File: src/hdl/cmp_neg_bit_pkg.sv
// Constants shared by the compare, negate and bit-operation execution unit.
// Assumes an 8-bit core that issues one operation at a time.
package cmp_neg_bit_pkg;

   // ----------------------------------------------------------------------
   // Widths and flag layout
   // ----------------------------------------------------------------------
   localparam int DATA_W = 8;
   localparam int MEM_AW = 8;
   localparam int IO_AW = 6;
   localparam int FLAG_Z = 0;
   localparam int FLAG_C = 1;
   localparam int FLAG_AC = 2;
   localparam int FLAG_OV = 3;

   // ----------------------------------------------------------------------
   // Reset values
   // ----------------------------------------------------------------------
   localparam logic [7:0] FLAG_RST = 8'h00;
   localparam logic [7:0] DATA_RST = 8'h00;

   // ----------------------------------------------------------------------
   // Operation codes on the sequencer port
   // ----------------------------------------------------------------------
   localparam logic [3:0] OP_NEG_M = 4'h1;
   localparam logic [3:0] OP_COMP_AM = 4'h2;
   localparam logic [3:0] OP_COMP_MA = 4'h3;
   localparam logic [3:0] OP_CLR_IO = 4'h4;
   localparam logic [3:0] OP_SET_IO = 4'h5;
   localparam logic [3:0] OP_SWAPC_IO = 4'h6;
   localparam logic [3:0] OP_CLR_M = 4'h7;
   localparam logic [3:0] OP_SET_M = 4'h8;

   // ----------------------------------------------------------------------
   // Sequencer states
   // ----------------------------------------------------------------------
   typedef enum logic [1:0] {ST_IDLE, ST_READ, ST_EXEC} state_t;

endpackage

File: src/hdl/cmp_neg_bit_unit.sv
// Execution unit for memory negate, the two compares and bit operations.
// Assumes memory/IO read data that stand while the read strobe stands,
// and that the sequencer waits for done_o before issuing the next op.

module cmp_neg_bit_unit (
   input wire logic clk_i,
   input wire logic rst_n_i,
   input wire logic start_i,
   input wire logic [3:0] op_i,
   input wire logic [7:0] mem_addr_i,
   input wire logic [5:0] io_addr_i,
   input wire logic [2:0] bit_sel_i,
   input wire logic [7:0] accumulator_i,
   input wire logic [7:0] flag_i,
   input wire logic [7:0] mem_rdata_i,
   input wire logic [7:0] io_rdata_i,
   input wire logic [7:0] port_dir_i,
   input wire logic [7:0] port_pin_i,
   output logic [7:0] mem_addr_o,
   output logic mem_rd_o,
   output logic mem_wr_o,
   output logic [7:0] mem_wdata_o,
   output logic [5:0] io_addr_o,
   output logic io_rd_o,
   output logic io_wr_o,
   output logic [7:0] io_wdata_o,
   output logic flag_wr_o,
   output logic [7:0] flag_wdata_o,
   output logic busy_o,
   output logic done_o
);

   // ----------------------------------------------------------------------
   // Latched request and state
   // ----------------------------------------------------------------------
   cmp_neg_bit_pkg::state_t state;
   logic [3:0] op;
   logic [2:0] bit_sel;
   logic [7:0] acc;
   logic [7:0] flags;
   logic [7:0] pin_meta;
   logic [7:0] pin_sync;
   logic is_io;

   // Pins come from outside the clock domain, so they pass two flops.
   always_ff @(posedge clk_i or negedge rst_n_i) begin
      if (!rst_n_i) begin
         pin_meta <= cmp_neg_bit_pkg::DATA_RST;
         pin_sync <= cmp_neg_bit_pkg::DATA_RST;
      end else begin
         pin_meta <= port_pin_i;
         pin_sync <= pin_meta;
      end
   end

   assign is_io = (op == cmp_neg_bit_pkg::OP_CLR_IO) ||
                  (op == cmp_neg_bit_pkg::OP_SET_IO) ||
                  (op == cmp_neg_bit_pkg::OP_SWAPC_IO);

   // ----------------------------------------------------------------------
   // Arithmetic
   // ----------------------------------------------------------------------
   logic [7:0] minuend;
   logic [7:0] subtrahend;
   logic [8:0] diff;
   logic [4:0] low_diff;
   logic [7:0] neg_val;
   logic [7:0] bit_mask;
   logic sub_ov;

   // Compare direction picks which operand is subtracted.
   always_comb begin
      if (op == cmp_neg_bit_pkg::OP_COMP_MA) begin
         minuend = mem_rdata_i;
         subtrahend = acc;
      end else begin
         minuend = acc;
         subtrahend = mem_rdata_i;
      end
   end

   assign diff = {1'b0, minuend} - {1'b0, subtrahend};
   assign low_diff = {1'b0, minuend[3:0]} - {1'b0, subtrahend[3:0]};
   assign sub_ov = (minuend[7] ^ subtrahend[7]) & (minuend[7] ^ diff[7]);
   assign neg_val = 8'h00 - mem_rdata_i;
   assign bit_mask = 8'h01 << bit_sel;

   // ----------------------------------------------------------------------
   // Result selection
   // ----------------------------------------------------------------------
   logic next_mem_wr;
   logic next_io_wr;
   logic next_flag_wr;
   logic [7:0] next_mem_wdata;
   logic [7:0] next_io_wdata;
   logic [7:0] next_flags;
   logic old_c;
   logic io_bit;

   assign old_c = flags[cmp_neg_bit_pkg::FLAG_C];

   // Input pins report the synchronised pin level; output bits report latch.
   assign io_bit = port_dir_i[bit_sel] ? io_rdata_i[bit_sel]
                                       : pin_sync[bit_sel];

   // Forms the writes for the execute cycle; flags untouched unless noted.
   always_comb begin
      next_mem_wr = 1'b0;
      next_io_wr = 1'b0;
      next_flag_wr = 1'b0;
      next_mem_wdata = mem_rdata_i;
      next_io_wdata = io_rdata_i;
      next_flags = flags;
      unique case (op)
         cmp_neg_bit_pkg::OP_NEG_M: begin
            next_mem_wr = 1'b1;
            next_mem_wdata = neg_val;
            next_flag_wr = 1'b1;
            next_flags[cmp_neg_bit_pkg::FLAG_Z] = (neg_val == 8'h00);
         end
         cmp_neg_bit_pkg::OP_COMP_AM, cmp_neg_bit_pkg::OP_COMP_MA: begin
            next_flag_wr = 1'b1;
            next_flags[cmp_neg_bit_pkg::FLAG_Z] = (diff[7:0] == 8'h00);
            next_flags[cmp_neg_bit_pkg::FLAG_C] = diff[8];
            next_flags[cmp_neg_bit_pkg::FLAG_AC] = low_diff[4];
            next_flags[cmp_neg_bit_pkg::FLAG_OV] = sub_ov;
         end
         cmp_neg_bit_pkg::OP_CLR_IO: begin
            next_io_wr = 1'b1;
            next_io_wdata = io_rdata_i & ~bit_mask;
         end
         cmp_neg_bit_pkg::OP_SET_IO: begin
            next_io_wr = 1'b1;
            next_io_wdata = io_rdata_i | bit_mask;
         end
         cmp_neg_bit_pkg::OP_SWAPC_IO: begin
            next_io_wr = 1'b1;
            next_io_wdata = old_c ? (io_rdata_i | bit_mask)
                                  : (io_rdata_i & ~bit_mask);
            next_flag_wr = 1'b1;
            next_flags[cmp_neg_bit_pkg::FLAG_C] = io_bit;
         end
         cmp_neg_bit_pkg::OP_CLR_M: begin
            next_mem_wr = 1'b1;
            next_mem_wdata = mem_rdata_i & ~bit_mask;
         end
         cmp_neg_bit_pkg::OP_SET_M: begin
            next_mem_wr = 1'b1;
            next_mem_wdata = mem_rdata_i | bit_mask;
         end
         default: begin
         end
      endcase
   end

   // ----------------------------------------------------------------------
   // Sequencer: read operand, then write result
   // ----------------------------------------------------------------------
   // An operation is taken on an edge where the unit idles and start_i is
   // high. The read strobe stands in the next cycle, and the operand must
   // arrive while it stands, because the execute edge samples it directly.
   // Results, write strobes and done_o stand in the cycle after that, and
   // busy_o falls one cycle later still. A start that comes while the unit
   // is busy is dropped without any sign, so the sequencer must wait for
   // done_o and then give the unit one more edge to return to idle.
   logic take;
   logic start_is_io;
   logic exec_edge;

   // An operation is taken only from idle; a start while busy is ignored.
   assign take = (state == cmp_neg_bit_pkg::ST_IDLE) && start_i;

   // The results are formed on the edge that leaves the read state.
   assign exec_edge = (state == cmp_neg_bit_pkg::ST_READ);

   // IO operations fetch from the IO space, all others from data memory.
   assign start_is_io = (op_i == cmp_neg_bit_pkg::OP_CLR_IO) ||
                        (op_i == cmp_neg_bit_pkg::OP_SET_IO) ||
                        (op_i == cmp_neg_bit_pkg::OP_SWAPC_IO);

   // Steps idle, read, execute; one operation takes three cycles.
   always_ff @(posedge clk_i or negedge rst_n_i) begin
      if (!rst_n_i) begin
         state <= cmp_neg_bit_pkg::ST_IDLE;
      end else begin
         unique case (state)
            cmp_neg_bit_pkg::ST_IDLE: begin
               if (take) begin
                  state <= cmp_neg_bit_pkg::ST_READ;
               end
            end
            cmp_neg_bit_pkg::ST_READ: begin
               state <= cmp_neg_bit_pkg::ST_EXEC;
            end
            cmp_neg_bit_pkg::ST_EXEC: begin
               state <= cmp_neg_bit_pkg::ST_IDLE;
            end
            default: begin
               state <= cmp_neg_bit_pkg::ST_IDLE;
            end
         endcase
      end
   end

   // Operands are captured on the taking edge and held through execute.
   // The flag byte is kept whole so that untouched flags pass through.
   always_ff @(posedge clk_i or negedge rst_n_i) begin
      if (!rst_n_i) begin
         op <= 4'h0;
         bit_sel <= 3'h0;
         acc <= cmp_neg_bit_pkg::DATA_RST;
         flags <= cmp_neg_bit_pkg::FLAG_RST;
      end else if (take) begin
         op <= op_i;
         bit_sel <= bit_sel_i;
         acc <= accumulator_i;
         flags <= flag_i;
      end
   end

   // Memory read strobe and address for negate, compares and memory bits.
   always_ff @(posedge clk_i or negedge rst_n_i) begin
      if (!rst_n_i) begin
         mem_addr_o <= 8'h00;
         mem_rd_o <= 1'b0;
      end else begin
         mem_rd_o <= 1'b0;
         if (take) begin
            mem_addr_o <= mem_addr_i;
            mem_rd_o <= !start_is_io;
         end
      end
   end

   // IO read strobe and address for the three IO bit operations.
   always_ff @(posedge clk_i or negedge rst_n_i) begin
      if (!rst_n_i) begin
         io_addr_o <= 6'h00;
         io_rd_o <= 1'b0;
      end else begin
         io_rd_o <= 1'b0;
         if (take) begin
            io_addr_o <= io_addr_i;
            io_rd_o <= start_is_io;
         end
      end
   end

   // ----------------------------------------------------------------------
   // Result registers
   // ----------------------------------------------------------------------
   // Each write strobe stands for the single cycle after the execute edge.
   // The data stay until the next operation, so a slow consumer still
   // sees them, but only the strobe says that they are new.

   // Memory write: negate and memory bit ops; compares never write.
   always_ff @(posedge clk_i or negedge rst_n_i) begin
      if (!rst_n_i) begin
         mem_wr_o <= 1'b0;
         mem_wdata_o <= cmp_neg_bit_pkg::DATA_RST;
      end else begin
         if (exec_edge) begin
            mem_wr_o <= next_mem_wr && !is_io;
            mem_wdata_o <= next_mem_wdata;
         end else begin
            mem_wr_o <= 1'b0;
         end
      end
   end

   // IO write: clear, set and exchange of an IO bit.
   always_ff @(posedge clk_i or negedge rst_n_i) begin
      if (!rst_n_i) begin
         io_wr_o <= 1'b0;
         io_wdata_o <= cmp_neg_bit_pkg::DATA_RST;
      end else begin
         if (exec_edge) begin
            io_wr_o <= next_io_wr;
            io_wdata_o <= next_io_wdata;
         end else begin
            io_wr_o <= 1'b0;
         end
      end
   end

   // Flag write: negate, compares and the carry exchange only.
   always_ff @(posedge clk_i or negedge rst_n_i) begin
      if (!rst_n_i) begin
         flag_wr_o <= 1'b0;
         flag_wdata_o <= cmp_neg_bit_pkg::FLAG_RST;
      end else begin
         if (exec_edge) begin
            flag_wr_o <= next_flag_wr;
            flag_wdata_o <= next_flags;
         end else begin
            flag_wr_o <= 1'b0;
         end
      end
   end

   // Done pulses beside the write strobes, also for undecoded codes.
   always_ff @(posedge clk_i or negedge rst_n_i) begin
      if (!rst_n_i) begin
         done_o <= 1'b0;
      end else begin
         done_o <= exec_edge;
      end
   end

   // Busy from the cycle after start until the result is written.
   always_ff @(posedge clk_i or negedge rst_n_i) begin
      if (!rst_n_i) begin
         busy_o <= 1'b0;
      end else begin
         busy_o <= (state == cmp_neg_bit_pkg::ST_IDLE) ? start_i
                 : (state == cmp_neg_bit_pkg::ST_READ);
      end
   end

endmodule

File: config.mk
export PLATFORM = sky130hd
export DESIGN_NAME = cmp_neg_bit_unit
export DESIGN_NICKNAME = d
export VERILOG_FILES = /design/src/hdl/cmp_neg_bit_pkg.sv /design/src/hdl/cmp_neg_bit_unit.sv
export SDC_FILE = /design/constraint.sdc
export NUM_CORES = 1
export LEC_CHECK = 0
export ABC_AREA = 1
export BUFFER_PORTS_ARGS = -buffer_cell sky130_fd_sc_hd__buf_4
export CORE_AREA = 2 2 122 124
export DETAILED_ROUTE_END_ITERATION = 12
export DIE_AREA = 0 0 124 126
export PLACE_DENSITY = 0.54
export SLEW_MARGIN = 20
export SYNTH_ARGS = -nofsm -noshare
export SYNTH_HDL_FRONTEND = slang
export SYNTH_SLANG_ARGS = --single-unit
File: constraint.sdc
create_clock -name clk_i -period 2.4 [get_ports clk_i]
set_clock_uncertainty 0.2 [all_clocks]
set_input_delay 0 -clock clk_i [delete_from_list [all_inputs] [get_ports clk_i]]
set_output_delay 0 -clock clk_i [all_outputs]
set_load 0.01 [all_outputs]
==> metrics list, run 1 <==
* Result of the run: finished, final reports clean
- Die Outline Area: 15600 sq um
- Die extent in y: 126 microns
* Final instance area: 6540 sq um
- Die Width: 124 microns
- TritonCTS Sinks: 86
- The synthesized design spends more area on one cell type than any other, namely sky130_fd_sc_hd__dfrtp_1.
- Number of remaining DRC errors: 0
- The tool flagged a number of max-cap violations equal to 0.
- Clock insertion delay at the later pin of the skew report: 0.35 ns
- The final critical path takes up 95.7% of the cycle.
- For this block, the initial DRC count from the detailed router was 249.
- Share of cell area taken by muxes after synthesis: 0%
* Cell with the most instances after synthesis: sky130_fd_sc_hd__nand2_1
- Final routed wire length divided by cell count: 13.9 microns
- Unique masters post-synth: 31
- Adding up every negative setup slack in the final design gives 0 ns.
- Maximum resistive drop on vdd: 0.000367 V
* Post-synthesis instance area: 4230 sq um
- Area share of the leading cell type in the synthesized netlist: 50.9%
- Number of hold violations in the final report: 0
* Register bit count reported by yosys: 86
* Fraction of power consumed by sequential logic: 36.3%
- The commonest cells after synthesis are sky130_fd_sc_hd__nand2_1 (191), sky130_fd_sc_hd__dfrtp_1 (86), sky130_fd_sc_hd__inv_1 (56).
- The synthesized netlist devotes 28.2% of its cell area to simple gates.
- By area the synthesized netlist is led by sky130_fd_sc_hd__dfrtp_1 (51%), sky130_fd_sc_hd__nand2_1 (17%), sky130_fd_sc_hd__o21ai_0 (5.6%).
- TritonCTS built the clock tree.
* I/O pin count: 117
- Fmax: 435 MHz
* Congestion Overflow GR: 0
* Placer's final routability congestion estimate: 0.890
* Worst relative slew slack: 55.3%
- Dividing total power by cell area gives a power density of 846 nW/um^2.
* Synth Flop Type: sky130_fd_sc_hd__dfrtp_1
- Area after DPL: 5350 sq um
- Count of warnings emitted by yosys: 0
- Slew at the pin closest to its max-slew limit: 0.670 ns
- Placeable Area: 14300 sq um
- Overall power consumption after layout is estimated at 5.53 mW.
- Part of the power in combinational logic: 35.6%
* Clk Tree Root Cell: sky130_fd_sc_hd__clkbuf_16
- Switching Fraction: 34.4%
- Sw Pwr: 1.90 mW
* Maximum clock path buffer count: 2
- The final count of pins violating max slew came to 0.
* Detailed placer's ending HPWL: 9430 microns
- Cells with a size suffix above 1 make up 20.8% of the layout.
- Detailed routing inserted a total of 4313 vias.
* Post-synthesis average cell area: 7.73 sq um
- Residual antenna-violating net count after detailed routing: 0
- In this run the worst hold path is classified as input pin to asynchronous set/reset pin.
* Fill cell instance count of the final layout: 1425
- For the worst setup path, the data arrival time is 2.32 ns.
- Sequential cell area fraction in the yosys report: 50.9%
- The synthesized design contains 0 enable-type register cells.
- Layout Area Growth over Synthesis: 54.5%
* Final critical path time including I/O delays and setup: 2.30 ns
- Setup violations remaining at the end of the flow were counted as 0.
- First-pass GRT wire length: 21400 microns
* Area fraction in compound gates after synthesis: 12.4%
- Clock Power Share: 28.1%
* Clock input transition at the sequential cells of the worst setup and hold paths: 0.07 ns
- Initial core utilization: 29.5%
- By area, the combinational part of the netlist is dominated by simple AND/OR/NAND/NOR gates.
- Cells after synthesis: 547
- The analysis attributes to cell leakage a power of 3.37 nW.
- The number of antenna diodes in the final layout is 0.
- Entering global routing, the biggest net connects 52 pins.
* First-pass iteration count of the detailed router: 7
* Largest fanout on the critical path: 8
- The number of antenna violations at the first check in global routing was 0.
- Counting every net in the synthesized netlist gives 621.
- The final layout contains routed wiring with a total length of 13100 microns.
- Number of global-route vias before repair: 4408
- Global-route total usage across every layer: 17.6%
- Number of nets in the layout: 829
- Unrepaired setup endpoints after global routing: no
- The worst setup path is launched from a flip-flop.
- Of the total synthesized cell area, the portion taken by XOR and XNOR cells is 1.24%.
* CP endpoint kind: flip-flop
- Adder-Cell Fraction of Synth Area: 0.592%
- The internal power of the cells totals 3.63 mW.
- In this run the number of H-tree levels came out at 3.
- Row Count: 44
- Critical path required time: 2.43 ns
* Share of synthesized flip-flops with an asynchronous set or reset: 100%
* Number of buffers created by CTS: 9
* Total of buffers placed on input and output ports: 116
* Via count normalized by instance count: 4.57
* Kind of critical path: flip-flop to flip-flop
[registers in the layout (all words and copies together) (netlist names)]
signal        count
io_addr_o         6
io_rd_o           1
acc               8
mem_wdata_o       8
state             2
mem_wr_o          1
bit_sel           3
io_wdata_o        8
done_o            1
pin_sync          8
mem_rd_o          1
op                4
flag_wdata_o      8
flag_wr_o         1
io_wr_o           1
pin_meta          8
flags             8
busy_o            1
mem_addr_o        8
[placed cells by master (no fill, tap or decap), types with 9 or more instances in the layout]
master                          synthesis  layout
sky130_fd_sc_hd__o21ai_0               47      47
sky130_fd_sc_hd__nand3_1               29      29
sky130_fd_sc_hd__dlygate4sd3_1          0      83
sky130_fd_sc_hd__dfrtp_1               86      86
sky130_fd_sc_hd__buf_4                  0     126
sky130_fd_sc_hd__nand2_1              191     190
sky130_fd_sc_hd__nor2_1                46      46
sky130_fd_sc_hd__inv_1                 56      56
sky130_fd_sc_hd__a21oi_1               17      17
sky130_fd_sc_hd__clkbuf_16              0       9
[cell type report]
cell class	instances	area (sq um)	share of cell area [%]
Clock inverter	7	104	1.59
Timing Repair Buffer	210	1800	27.5
Clock buffer	9	225	3.45
Inverter	60	229	3.50
Multi-Input combinational cell	388	1800	27.5
Sequential cell	86	2150	32.9
Tap cell	184	230	3.52
[metrics by stage]
step | util (%) | hold WS (ns) | setup WS (ns) | cells
2_1_floorplan | - | -0.496 | 0.656 | 547
3_3_place_gp | 37.4 | -0.126 | 0.355 | 843
3_5_place_dp | 37.4 | -0.120 | 0.347 | 843
4_1_cts | 45.5 | 0.0542 | 0.0821 | 942
5_1_grt | 45.7 | 0.0908 | 0.000740 | 944
6_report | 45.7 | 0.0357 | 0.104 | 944
[power by group through the flow]
stage | clock [mW] | sequential (mW) | combinational, mW
floorplan | 0 | 2.10 | 0.894
global placement | 0 | 2.02 | 1.79
detailed placement | 0 | 2.03 | 1.79
CTS | 1.59 | 2.01 | 1.97
global route | 1.65 | 2.06 | 2.21
finish | 1.56 | 2.00 | 1.97
[cell families after synthesis]
| family | Yosys count |
|---|---|
| AND/OR/NAND/NOR | 290 |
| AO/OA/AOI/OAI | 90 |
| flip-flops | 86 |
| buffers and inverters | 73 |
| XOR/XNOR | 6 |
| adder cells (fa/ha/maj) | 2 |
[final timing paths]
check | cells after the start | slack, ns | start | end
setup / recovery | 7 | 0.10 | state[1]$_DFFE_PN0P_ | flags[5]$_DFFE_PN0P_
hold / removal | 2 | 0.04 | rst_n_i | pin_meta[5]$_DFF_PN0_
setup reg to reg | 7 | 0.10 | state[1]$_DFFE_PN0P_ | flags[5]$_DFFE_PN0P_
hold reg to reg | 0 | 0.15 | pin_meta[1]$_DFF_PN0_ | pin_sync[1]$_DFF_PN0_
max in group asynchronous | 3 | 1.33 | rst_n_i | acc[1]$_DFFE_PN0P_
min in group clk_i | 2 | 0.10 | port_pin_i[2] | pin_meta[2]$_DFF_PN0_
[metal layers]
| metal | global-route usage (%) | part of all wire, % |
|---|---|---|
| met5 | 0 | 0 |
| met4 | 8.20 | 3.3 |
| met3 | 3.17 | 5.4 |
| met2 | 28.0 | 46 |
| met1 | 23.2 | 45 |
[timing repair]
action / in CTS / in global routing
hold buffers: 83 / 0
setup buffers: 0 / 2
setup endpoints to repair: 0 / 3
hold endpoints to repair: 151 / 0
gates resized for setup: 0 / 2
[critical path, cell delays in order (launching register included)]
cell and delay, ns:
sky130_fd_sc_hd__dfrtp_1 0.35, sky130_fd_sc_hd__nor2_1 0.04, sky130_fd_sc_hd__nand2_1 0.11, sky130_fd_sc_hd__clkinvlp_4 0.19, sky130_fd_sc_hd__nand2_2 0.10, sky130_fd_sc_hd__dlygate4sd3_1 0.56, sky130_fd_sc_hd__o21ai_0 0.07, sky130_fd_sc_hd__dlygate4sd3_1 0.55
Power figures use the tool's default switching activity.
==> run 2, diff against run 1 <==
SETUP_SLACK_MARGIN = 0.2   (was unset)
==> run 2 against run 1 <==
Against the previous run:
- global-route usage hardly changed
- power is 0.36% lower
- clock-buffer cell count stayed put
- register-to-register slack better by 0.28 ns
- wire length is 0.56% lower
- critical path depth stayed put
- via count hardly changed
- sequential power hardly changed
- critical endpoint is now io_rd_o$_DFF_PN0_
==> metrics list, run 2 (same netlist as run 1, synthesis figures left out) <==
* Total of buffers placed on input and output ports: 116
- Fill cell instance count of the final layout: 1431
* Worst EP arrival: 2.04 ns
* Number of DRC markers in iteration 0: 244
* Number of pins with negative max-slew slack in the final report: 0
- Result of the run: finished, final reports clean
- Die extent in y: 126 microns
* Number of antenna violations at the first check in global routing: 0
- Leaving out fill and tap cells, the most frequent cell in the layout is sky130_fd_sc_hd__nand2_1.
* Final routed wire length divided by cell count: 13.9 microns
* Final critical path time including I/O delays and setup: 2.01 ns
- TritonCTS built the clock tree.
- Maximum level of the CTS H-tree: 3
* Number of antenna cells inserted: 0
- Detailed placer's ending HPWL: 9430 microns
* Crit path launch type: input pin
* Unrepaired setup endpoints after global routing: no
- The pre-antenna-repair detailed-routing pass consisted of 5 iterations.
- Across the VDD grid, the largest voltage drop is 0.000365 V.
- Clk Tree Root Cell: sky130_fd_sc_hd__clkbuf_16
- The total area inside the core boundary comes to 14300 sq um.
* Commonest non-fill, non-tap cells in the layout: sky130_fd_sc_hd__nand2_1 (190), sky130_fd_sc_hd__buf_4 (124), sky130_fd_sc_hd__dfrtp_1 (85)
- The count of endpoints failing hold in the final timing report was 0.
- Post-route clock period utilization: 83.9%
- In this run the worst hold path is classified as input pin to asynchronous set/reset pin.
- Along the worst path, the maximum fanout reaches 2.
* Initial core utilization: 29.5%
* Fmax: 497 MHz
- In the final design database the tool counted 824 nets.
- The routed layout has 4315 vias.
* CP endpoint kind: flip-flop
- In the final timing run, aggregate negative setup slack is 0 ns.
- Post-route core utilization: 45.4%
* Number of global-route vias before repair: 4398
- Critical path required time: 2.43 ns
* Die Width: 124 microns
* Number of remaining DRC errors: 0
* Maximum number of pins on one net before global-route repair: 52
- Total area of sequential cells: 2150 sq um
- Slew at the pin closest to its max-slew limit: 0.667 ns
* First-pass GRT wire length: 21400 microns
* Via count normalized by instance count: 4.60
- Row Count: 44
- Number of buffers created by CTS: 9
- The final layout contains routed wiring with a total length of 13000 microns.
- At the end of routability-driven placement, the weighted congestion stood at 0.890.
- Setup violations remaining at the end of the flow were counted as 0.
- Across every metal layer, demand over resource in global routing totals 17.6%.
- Clock input transition at the sequential cells of the worst setup and hold paths: 0.06 ns
- Layout Area Growth over Synthesis: 53.5%
- Clock insertion delay at the later pin of the skew report: 0.35 ns
- In this run the power density over the cells is 849 nW/um^2.
* Residual antenna-violating net count after detailed routing: 0
* Maximum capacitance violations: 0
- Leakage Power: 3.35 nW
- Kind of critical path: input pin to flip-flop
* Layout cell share with drive strength beyond 1: 20.9%
* Worst relative slew slack: 55.6%
- Pin placement for this block handled 117 I/O pins.
* Die Outline Area: 15600 sq um
- TritonCTS Sinks: 86
- The total overflow left after global routing is 0.
* Maximum clock path buffer count: 2
- Multi-input logic area: 1800 sq um
- Final hold slack: 0.0341 ns
==> run 2: final cells by class <==
cell class / instances / share of cell area (%)
Clock buffer: 9 / 3.47
Clock inverter: 7 / 1.60
Inverter: 60 / 3.47
Multi-Input combinational cell: 388 / 27.8
Sequential cell: 86 / 33.2
Tap cell: 184 / 3.55
Timing Repair Buffer: 205 / 27.0
==> run 2: worst paths after layout <==
path	from	endpoint	slack, ns	depth (start not counted)
worst max-delay path	op_i[1]	io_rd_o$_DFF_PN0_	0.39	7
worst min-delay path	rst_n_i	pin_meta[5]$_DFF_PN0_	0.03	2
worst max register to register	op[0]$_DFFE_PN0P_	flag_wdata_o[1]$_DFFE_PN0P_	0.39	12
worst min register to register	pin_meta[1]$_DFF_PN0_	pin_sync[1]$_DFF_PN0_	0.15	0
max in group asynchronous	rst_n_i	acc[1]$_DFFE_PN0P_	1.33	3
min in group clk_i	port_pin_i[2]	pin_meta[2]$_DFF_PN0_	0.10	2
==> run 2: layer usage <==
metal  part of all wire (%)  GRT usage (%)
met5                      0              0
met4                    3.3           8.20
met3                    5.6           3.17
met2                     46           27.9
met1                     45           23.2
==> run 2: through the flow <==
step,total power [mW],worst slack (ns),cells,instance area (sq um)
4_1_cts,5.55,0.329,939,6480
6_report,5.51,0.387,939,6490
3_5_place_dp,3.82,0.347,843,5350
2_1_floorplan,3.00,0.656,547,4230
5_1_grt,5.90,0.200,939,6490
3_3_place_gp,3.81,0.355,843,5350
==> run 2: worst max-delay path, stage by stage <==
cell and delay, ns:
sky130_fd_sc_hd__dlygate4sd3_1 0.53, sky130_fd_sc_hd__buf_4 0.10, sky130_fd_sc_hd__inv_1 0.05, sky130_fd_sc_hd__o21ai_0 0.16
sky130_fd_sc_hd__dlygate4sd3_1 0.60, sky130_fd_sc_hd__nor2_1 0.04, sky130_fd_sc_hd__dlygate4sd3_1 0.55
==> run 2: timing repair <==
action,in CTS,in global routing
hold buffers,80,0
endpoints found under the setup margin,0,3
resized for setup,0,5
setup buffers,0,0
endpoints found under the hold margin,151,0
==> run 2: power by group <==
part	internal (mW)	total [mW]	leakage [nW]	switching [mW]
combinational	0.890	1.95	2.14	1.06
sequential	1.79	2.01	1.06	0.215
clock	0.927	1.55	0.155	0.626
total	3.61	5.51	3.35	1.90
==> run 3, diff against run 2 <==
ABC_AREA = 0   (was 1)
CORE_AREA = 2 2 127 129   (was 2 2 122 124)
DIE_AREA = 0 0 129 131   (was 0 0 124 126)
PLACE_DENSITY = 0.55   (was 0.54)
clock period = 1.7 ns   (was 2.4 ns; I/O delays follow)
==> run 3 against run 2 <==
Against the previous run:
- the run now ends with setup timing left
- power up 61%
- core utilization rose by 5.0 points
- cell area up 21%
- sequential power rose by 44%
- critical path type is now flip-flop to flip-flop
- critical endpoint is now flag_wdata_o[1]$_DFFE_PN0P_
- largest power group is now combinational logic
- highest routed layer unchanged
==> metrics list, run 3 <==
* First-pass iteration count of the detailed router: 4
* Maximum number of pins on one net before global-route repair: 33
- Summed over its instances, the top area cell type makes up 47.3% of the synthesized netlist area.
* I/O pin count: 117
* Maximum resistive drop on vdd: 0.000609 V
- In the final design database the tool counted 842 nets.
- Following the worst setup path forward leads to its endpoint at flag_wdata_o[1]$_DFFE_PN0P_.
- Worst Hold Class: input pin to flip-flop
- Detailed placer's ending HPWL: 10200 microns
- CP endpoint kind: flip-flop
- Filler-free cell count of the finished design: 989
* Maximum capacitance violations: 0
- Of the total synthesized cell area, the portion taken by full adders, half adders and majority gates is 0.770%.
* Share of synthesized flip-flops with an asynchronous set or reset: 100%
- Initial core utilization: 29.2%
- Total area of sequential cells: 2160 sq um
- Kind of critical path: flip-flop to flip-flop
- The synthesized design contains 0 enable-type register cells.
- Number of hold violations in the final report: 0
- In this run the tightest slew margin relative to its limit is 71.0%.
- After global routing the overflow that remains totals 0.
- The floorplan step defined a die boundary enclosing 16900 sq um.
- Averaged over all synthesized cells, the footprint is 8.96 sq um.
- Cell count after placement: 882
* Via count: 4676
* Switching Fraction: 34.9%
- Clk Tree Root Cell: sky130_fd_sc_hd__clkbuf_16
- Per report_power, the combinational group accounts for 44.1% of the total.
- Number of DRC markers in iteration 0: 220
- Clock tree synthesis inserted a total of 9 buffers.
* Multi-input logic area: 2640 sq um
* R2R cell count: 7
* Cell with the most instances after synthesis: sky130_fd_sc_hd__nand2_1
- Setup slack of the critical path after layout: -0.404 ns
- Of the total synthesized cell area, the portion taken by AND, OR, NAND and NOR gates is 23.9%.
- In this run the static leakage power is 3.69 nW.
- Post-synthesis xor/xnor area fraction: 2.89%
- In this run the worst setup path begins at acc[4]$_DFFE_PN0P_.
* Fmax: 475 MHz
- The library cell used most frequently in the layout, excluding fill and tap cells, is sky130_fd_sc_hd__buf_4.
* Global-route total usage across every layer: 18.0%
* Cells after synthesis: 508
* Commonest non-fill, non-tap cells in the layout: sky130_fd_sc_hd__buf_4 (196), sky130_fd_sc_hd__nand2_1 (138), sky130_fd_sc_hd__dfrtp_1 (79)
- Maximum level of the CTS H-tree: 3
* Result of the run: complete, but fails checks
- The total area inside the core boundary comes to 15600 sq um.
* Final Setup Violations: 20
- Fill cells in the final layout number 1423.
- Post-route core utilization: 50.3%
- Share of cell area taken by muxes after synthesis: 4.54%
* Sw Pwr: 3.09 mW
- After synthesis the netlist holds a flip-flop and latch count of 86.
- Count of warnings emitted by yosys: 0
- Main area contributors after synthesis: sky130_fd_sc_hd__dfrtp_1 (47%), sky130_fd_sc_hd__nand2_1 (12%), sky130_fd_sc_hd__a21oi_1 (3.3%)
- Number of remaining DRC errors: 0
- TritonCTS built the clock tree.
* Worst-case register-to-register setup slack: -0.40 ns
* Total of buffers placed on input and output ports: 116
* Maximum clock path buffer count: 2
- The first global-routing pass estimated 23600 microns of wire.
* Number of pins with negative max-slew slack in the final report: 0
* Violated checks: setup timing
- After detailed routing, the number of vias per cell comes to 4.73.
- Layout cell share with drive strength beyond 1: 43.5%
* Crit path launch type: flip-flop
- By area, the combinational part of the netlist is dominated by simple AND/OR/NAND/NOR gates.
* Die extent in y: 131 microns
- Per report_power, the sequential group accounts for 32.6% of the total.
* Final critical path time including I/O delays and setup: 2.10 ns
- For this design the ratio of total power to cell area is 1130 nW/um^2.
- Yosys top cell by area: sky130_fd_sc_hd__dfrtp_1
* Residual antenna-violating net count after detailed routing: 0
- When the netlist entered floorplanning its net count stood at 582.
- After synthesis, flip-flops and latches occupy 47.3% of the total area.
- Number of global-route vias before repair: 4798
- Startpoint of the lowest-slack register-to-register path: acc[4]$_DFFE_PN0P_
* TritonCTS Sinks: 86
* Number of antenna violations at the first check in global routing: 0
- The worst register-to-register path ends at flag_wdata_o[1]$_DFFE_PN0P_.
* Clock insertion delay at the later pin of the skew report: 0.35 ns
- Number of antenna cells inserted: 0
- Layout Area Growth over Synthesis: 72.6%
* Clock Power Share: 23.3%
* Unique masters post-synth: 59
* Area fraction in compound gates after synthesis: 15.7%
- In the final routed layout, each cell accounts on average for 15.2 microns.
- Row Count: 46
- Post-synth top cells: sky130_fd_sc_hd__nand2_1 (142), sky130_fd_sc_hd__dfrtp_1 (86), sky130_fd_sc_hd__a21oi_1 (30)
- Unrepaired setup endpoints after global routing: yes
- Hold Path Origin: mem_rdata_i[4]
- Synth Flop Type: sky130_fd_sc_hd__dfrtp_1
* Critical path required time: 1.74 ns
- Power, Total: 8.87 mW
* Worst EP arrival: 2.14 ns
- Post-route clock period utilization: 124%
- Internal power comes to 5.78 mW.
- Slew at the pin closest to its max-slew limit: 0.433 ns
* Routed wire length: 15000 microns
- In this run the cell area of the synthesized design comes to 4550 sq um.
* Post-Place Worst Slack: -0.457 ns
- Along the worst path, the maximum fanout reaches 4.
- Routability-driven placement finished with a final weighted congestion of 0.851.
* Die Width: 129 microns
- Clock-pin slew was measured on the worst setup and hold paths at 0.07 ns.
[run 3: cell types whose count changed after synthesis, moves of 13 or more]
cell / before / now
sky130_fd_sc_hd__nor2_1: 46 / 25
sky130_fd_sc_hd__nand3_1: 29 / 3
sky130_fd_sc_hd__nand2_1: 191 / 142
sky130_fd_sc_hd__o21ai_0: 47 / 28
sky130_fd_sc_hd__inv_1: 56 / 15
sky130_fd_sc_hd__a211oi_1: 0 / 13
sky130_fd_sc_hd__a21oi_1: 17 / 30
[run 3: critical path, cell delays in order, from the launching register on]
cell                      delay [ns]
sky130_fd_sc_hd__dfrtp_1        0.42
sky130_fd_sc_hd__and2b_1        0.27
sky130_fd_sc_hd__a21oi_1        0.08
sky130_fd_sc_hd__a221o_1        0.31
sky130_fd_sc_hd__a31oi_2        0.31
sky130_fd_sc_hd__nor3_1         0.08
sky130_fd_sc_hd__o22ai_1        0.23
sky130_fd_sc_hd__o21ai_1        0.09
[run 3: kinds of logic after synthesis]
group	count (synthesis)
muxes	13
xor gates and xnor gates	15
AOI/OAI and AO/OA	111
DFF	86
adders and majority gates	3
buffers and inverters	48
and+or+nand+nor	232
[run 3: power groups by stage]
stage | registers (mW) | logic [mW] | clock network (mW)
after floorplan | 2.96 | 1.62 | 0
after global placement | 2.88 | 3.06 | 0
after detailed placement | 2.91 | 3.11 | 0
after CTS | 2.88 | 3.64 | 2.12
after global routing | 2.96 | 4.24 | 2.20
final | 2.89 | 3.91 | 2.07
[run 3: layout make-up]
cell class / instances / area share (%)
multi-input combinational: 374 / 33.6
timing repair buffer: 282 / 30.8
sequential: 86 / 27.5
tap: 216 / 3.44
clock buffer: 10 / 3.04
clock inverter: 6 / 0.844
inverter: 15 / 0.717
[run 3: repair_timing]
action                                 CTS  global route
setup endpoints to repair               21            45
resized for setup                       69            43
gates cloned                             1             0
setup buffers                           17            14
endpoints found under the hold margin  148             0
hold buffers                            59             0
pin swaps                               25            16
[run 3: worst min path at each step]
stage	endpoint	slack (ns)	cells after the start
floorplan	acc[0]$_DFFE_PN0P_	-0.50	0
global placement	pin_meta[7]$_DFF_PN0_	-0.25	1
detailed placement	pin_meta[7]$_DFF_PN0_	-0.24	1
CTS	flag_wdata_o[0]$_DFFE_PN0P_	-0.02	6
global route	mem_wdata_o[1]$_DFFE_PN0P_	0.05	4
finish	flag_wdata_o[0]$_DFFE_PN0P_	0.02	6
[run 3: through the flow]
stage,TNS [ns],hold slack [ns],cell area [sq um]
after floorplan,-0.828,-0.496,4710
after global placement,-3.34,-0.248,6250
after detailed placement,-4.27,-0.236,6250
after CTS,-3.89,-0.0157,7580
after global routing,-6.10,0.0497,7850
final,-4.86,0.0243,7850
[run 3: routing by layer]
| layer | vias up | track usage (%) | part of all wire [%] |
|---|---|---|---|
| met4 | 0 | 7.74 | 2.7 |
| li1 | 2260 | - | - |
| met5 | - | 0 | 0 |
| met1 | 2255 | 22.0 | 43 |
| met2 | 134 | 30.8 | 50 |
| met3 | 27 | 3.71 | 4.5 |
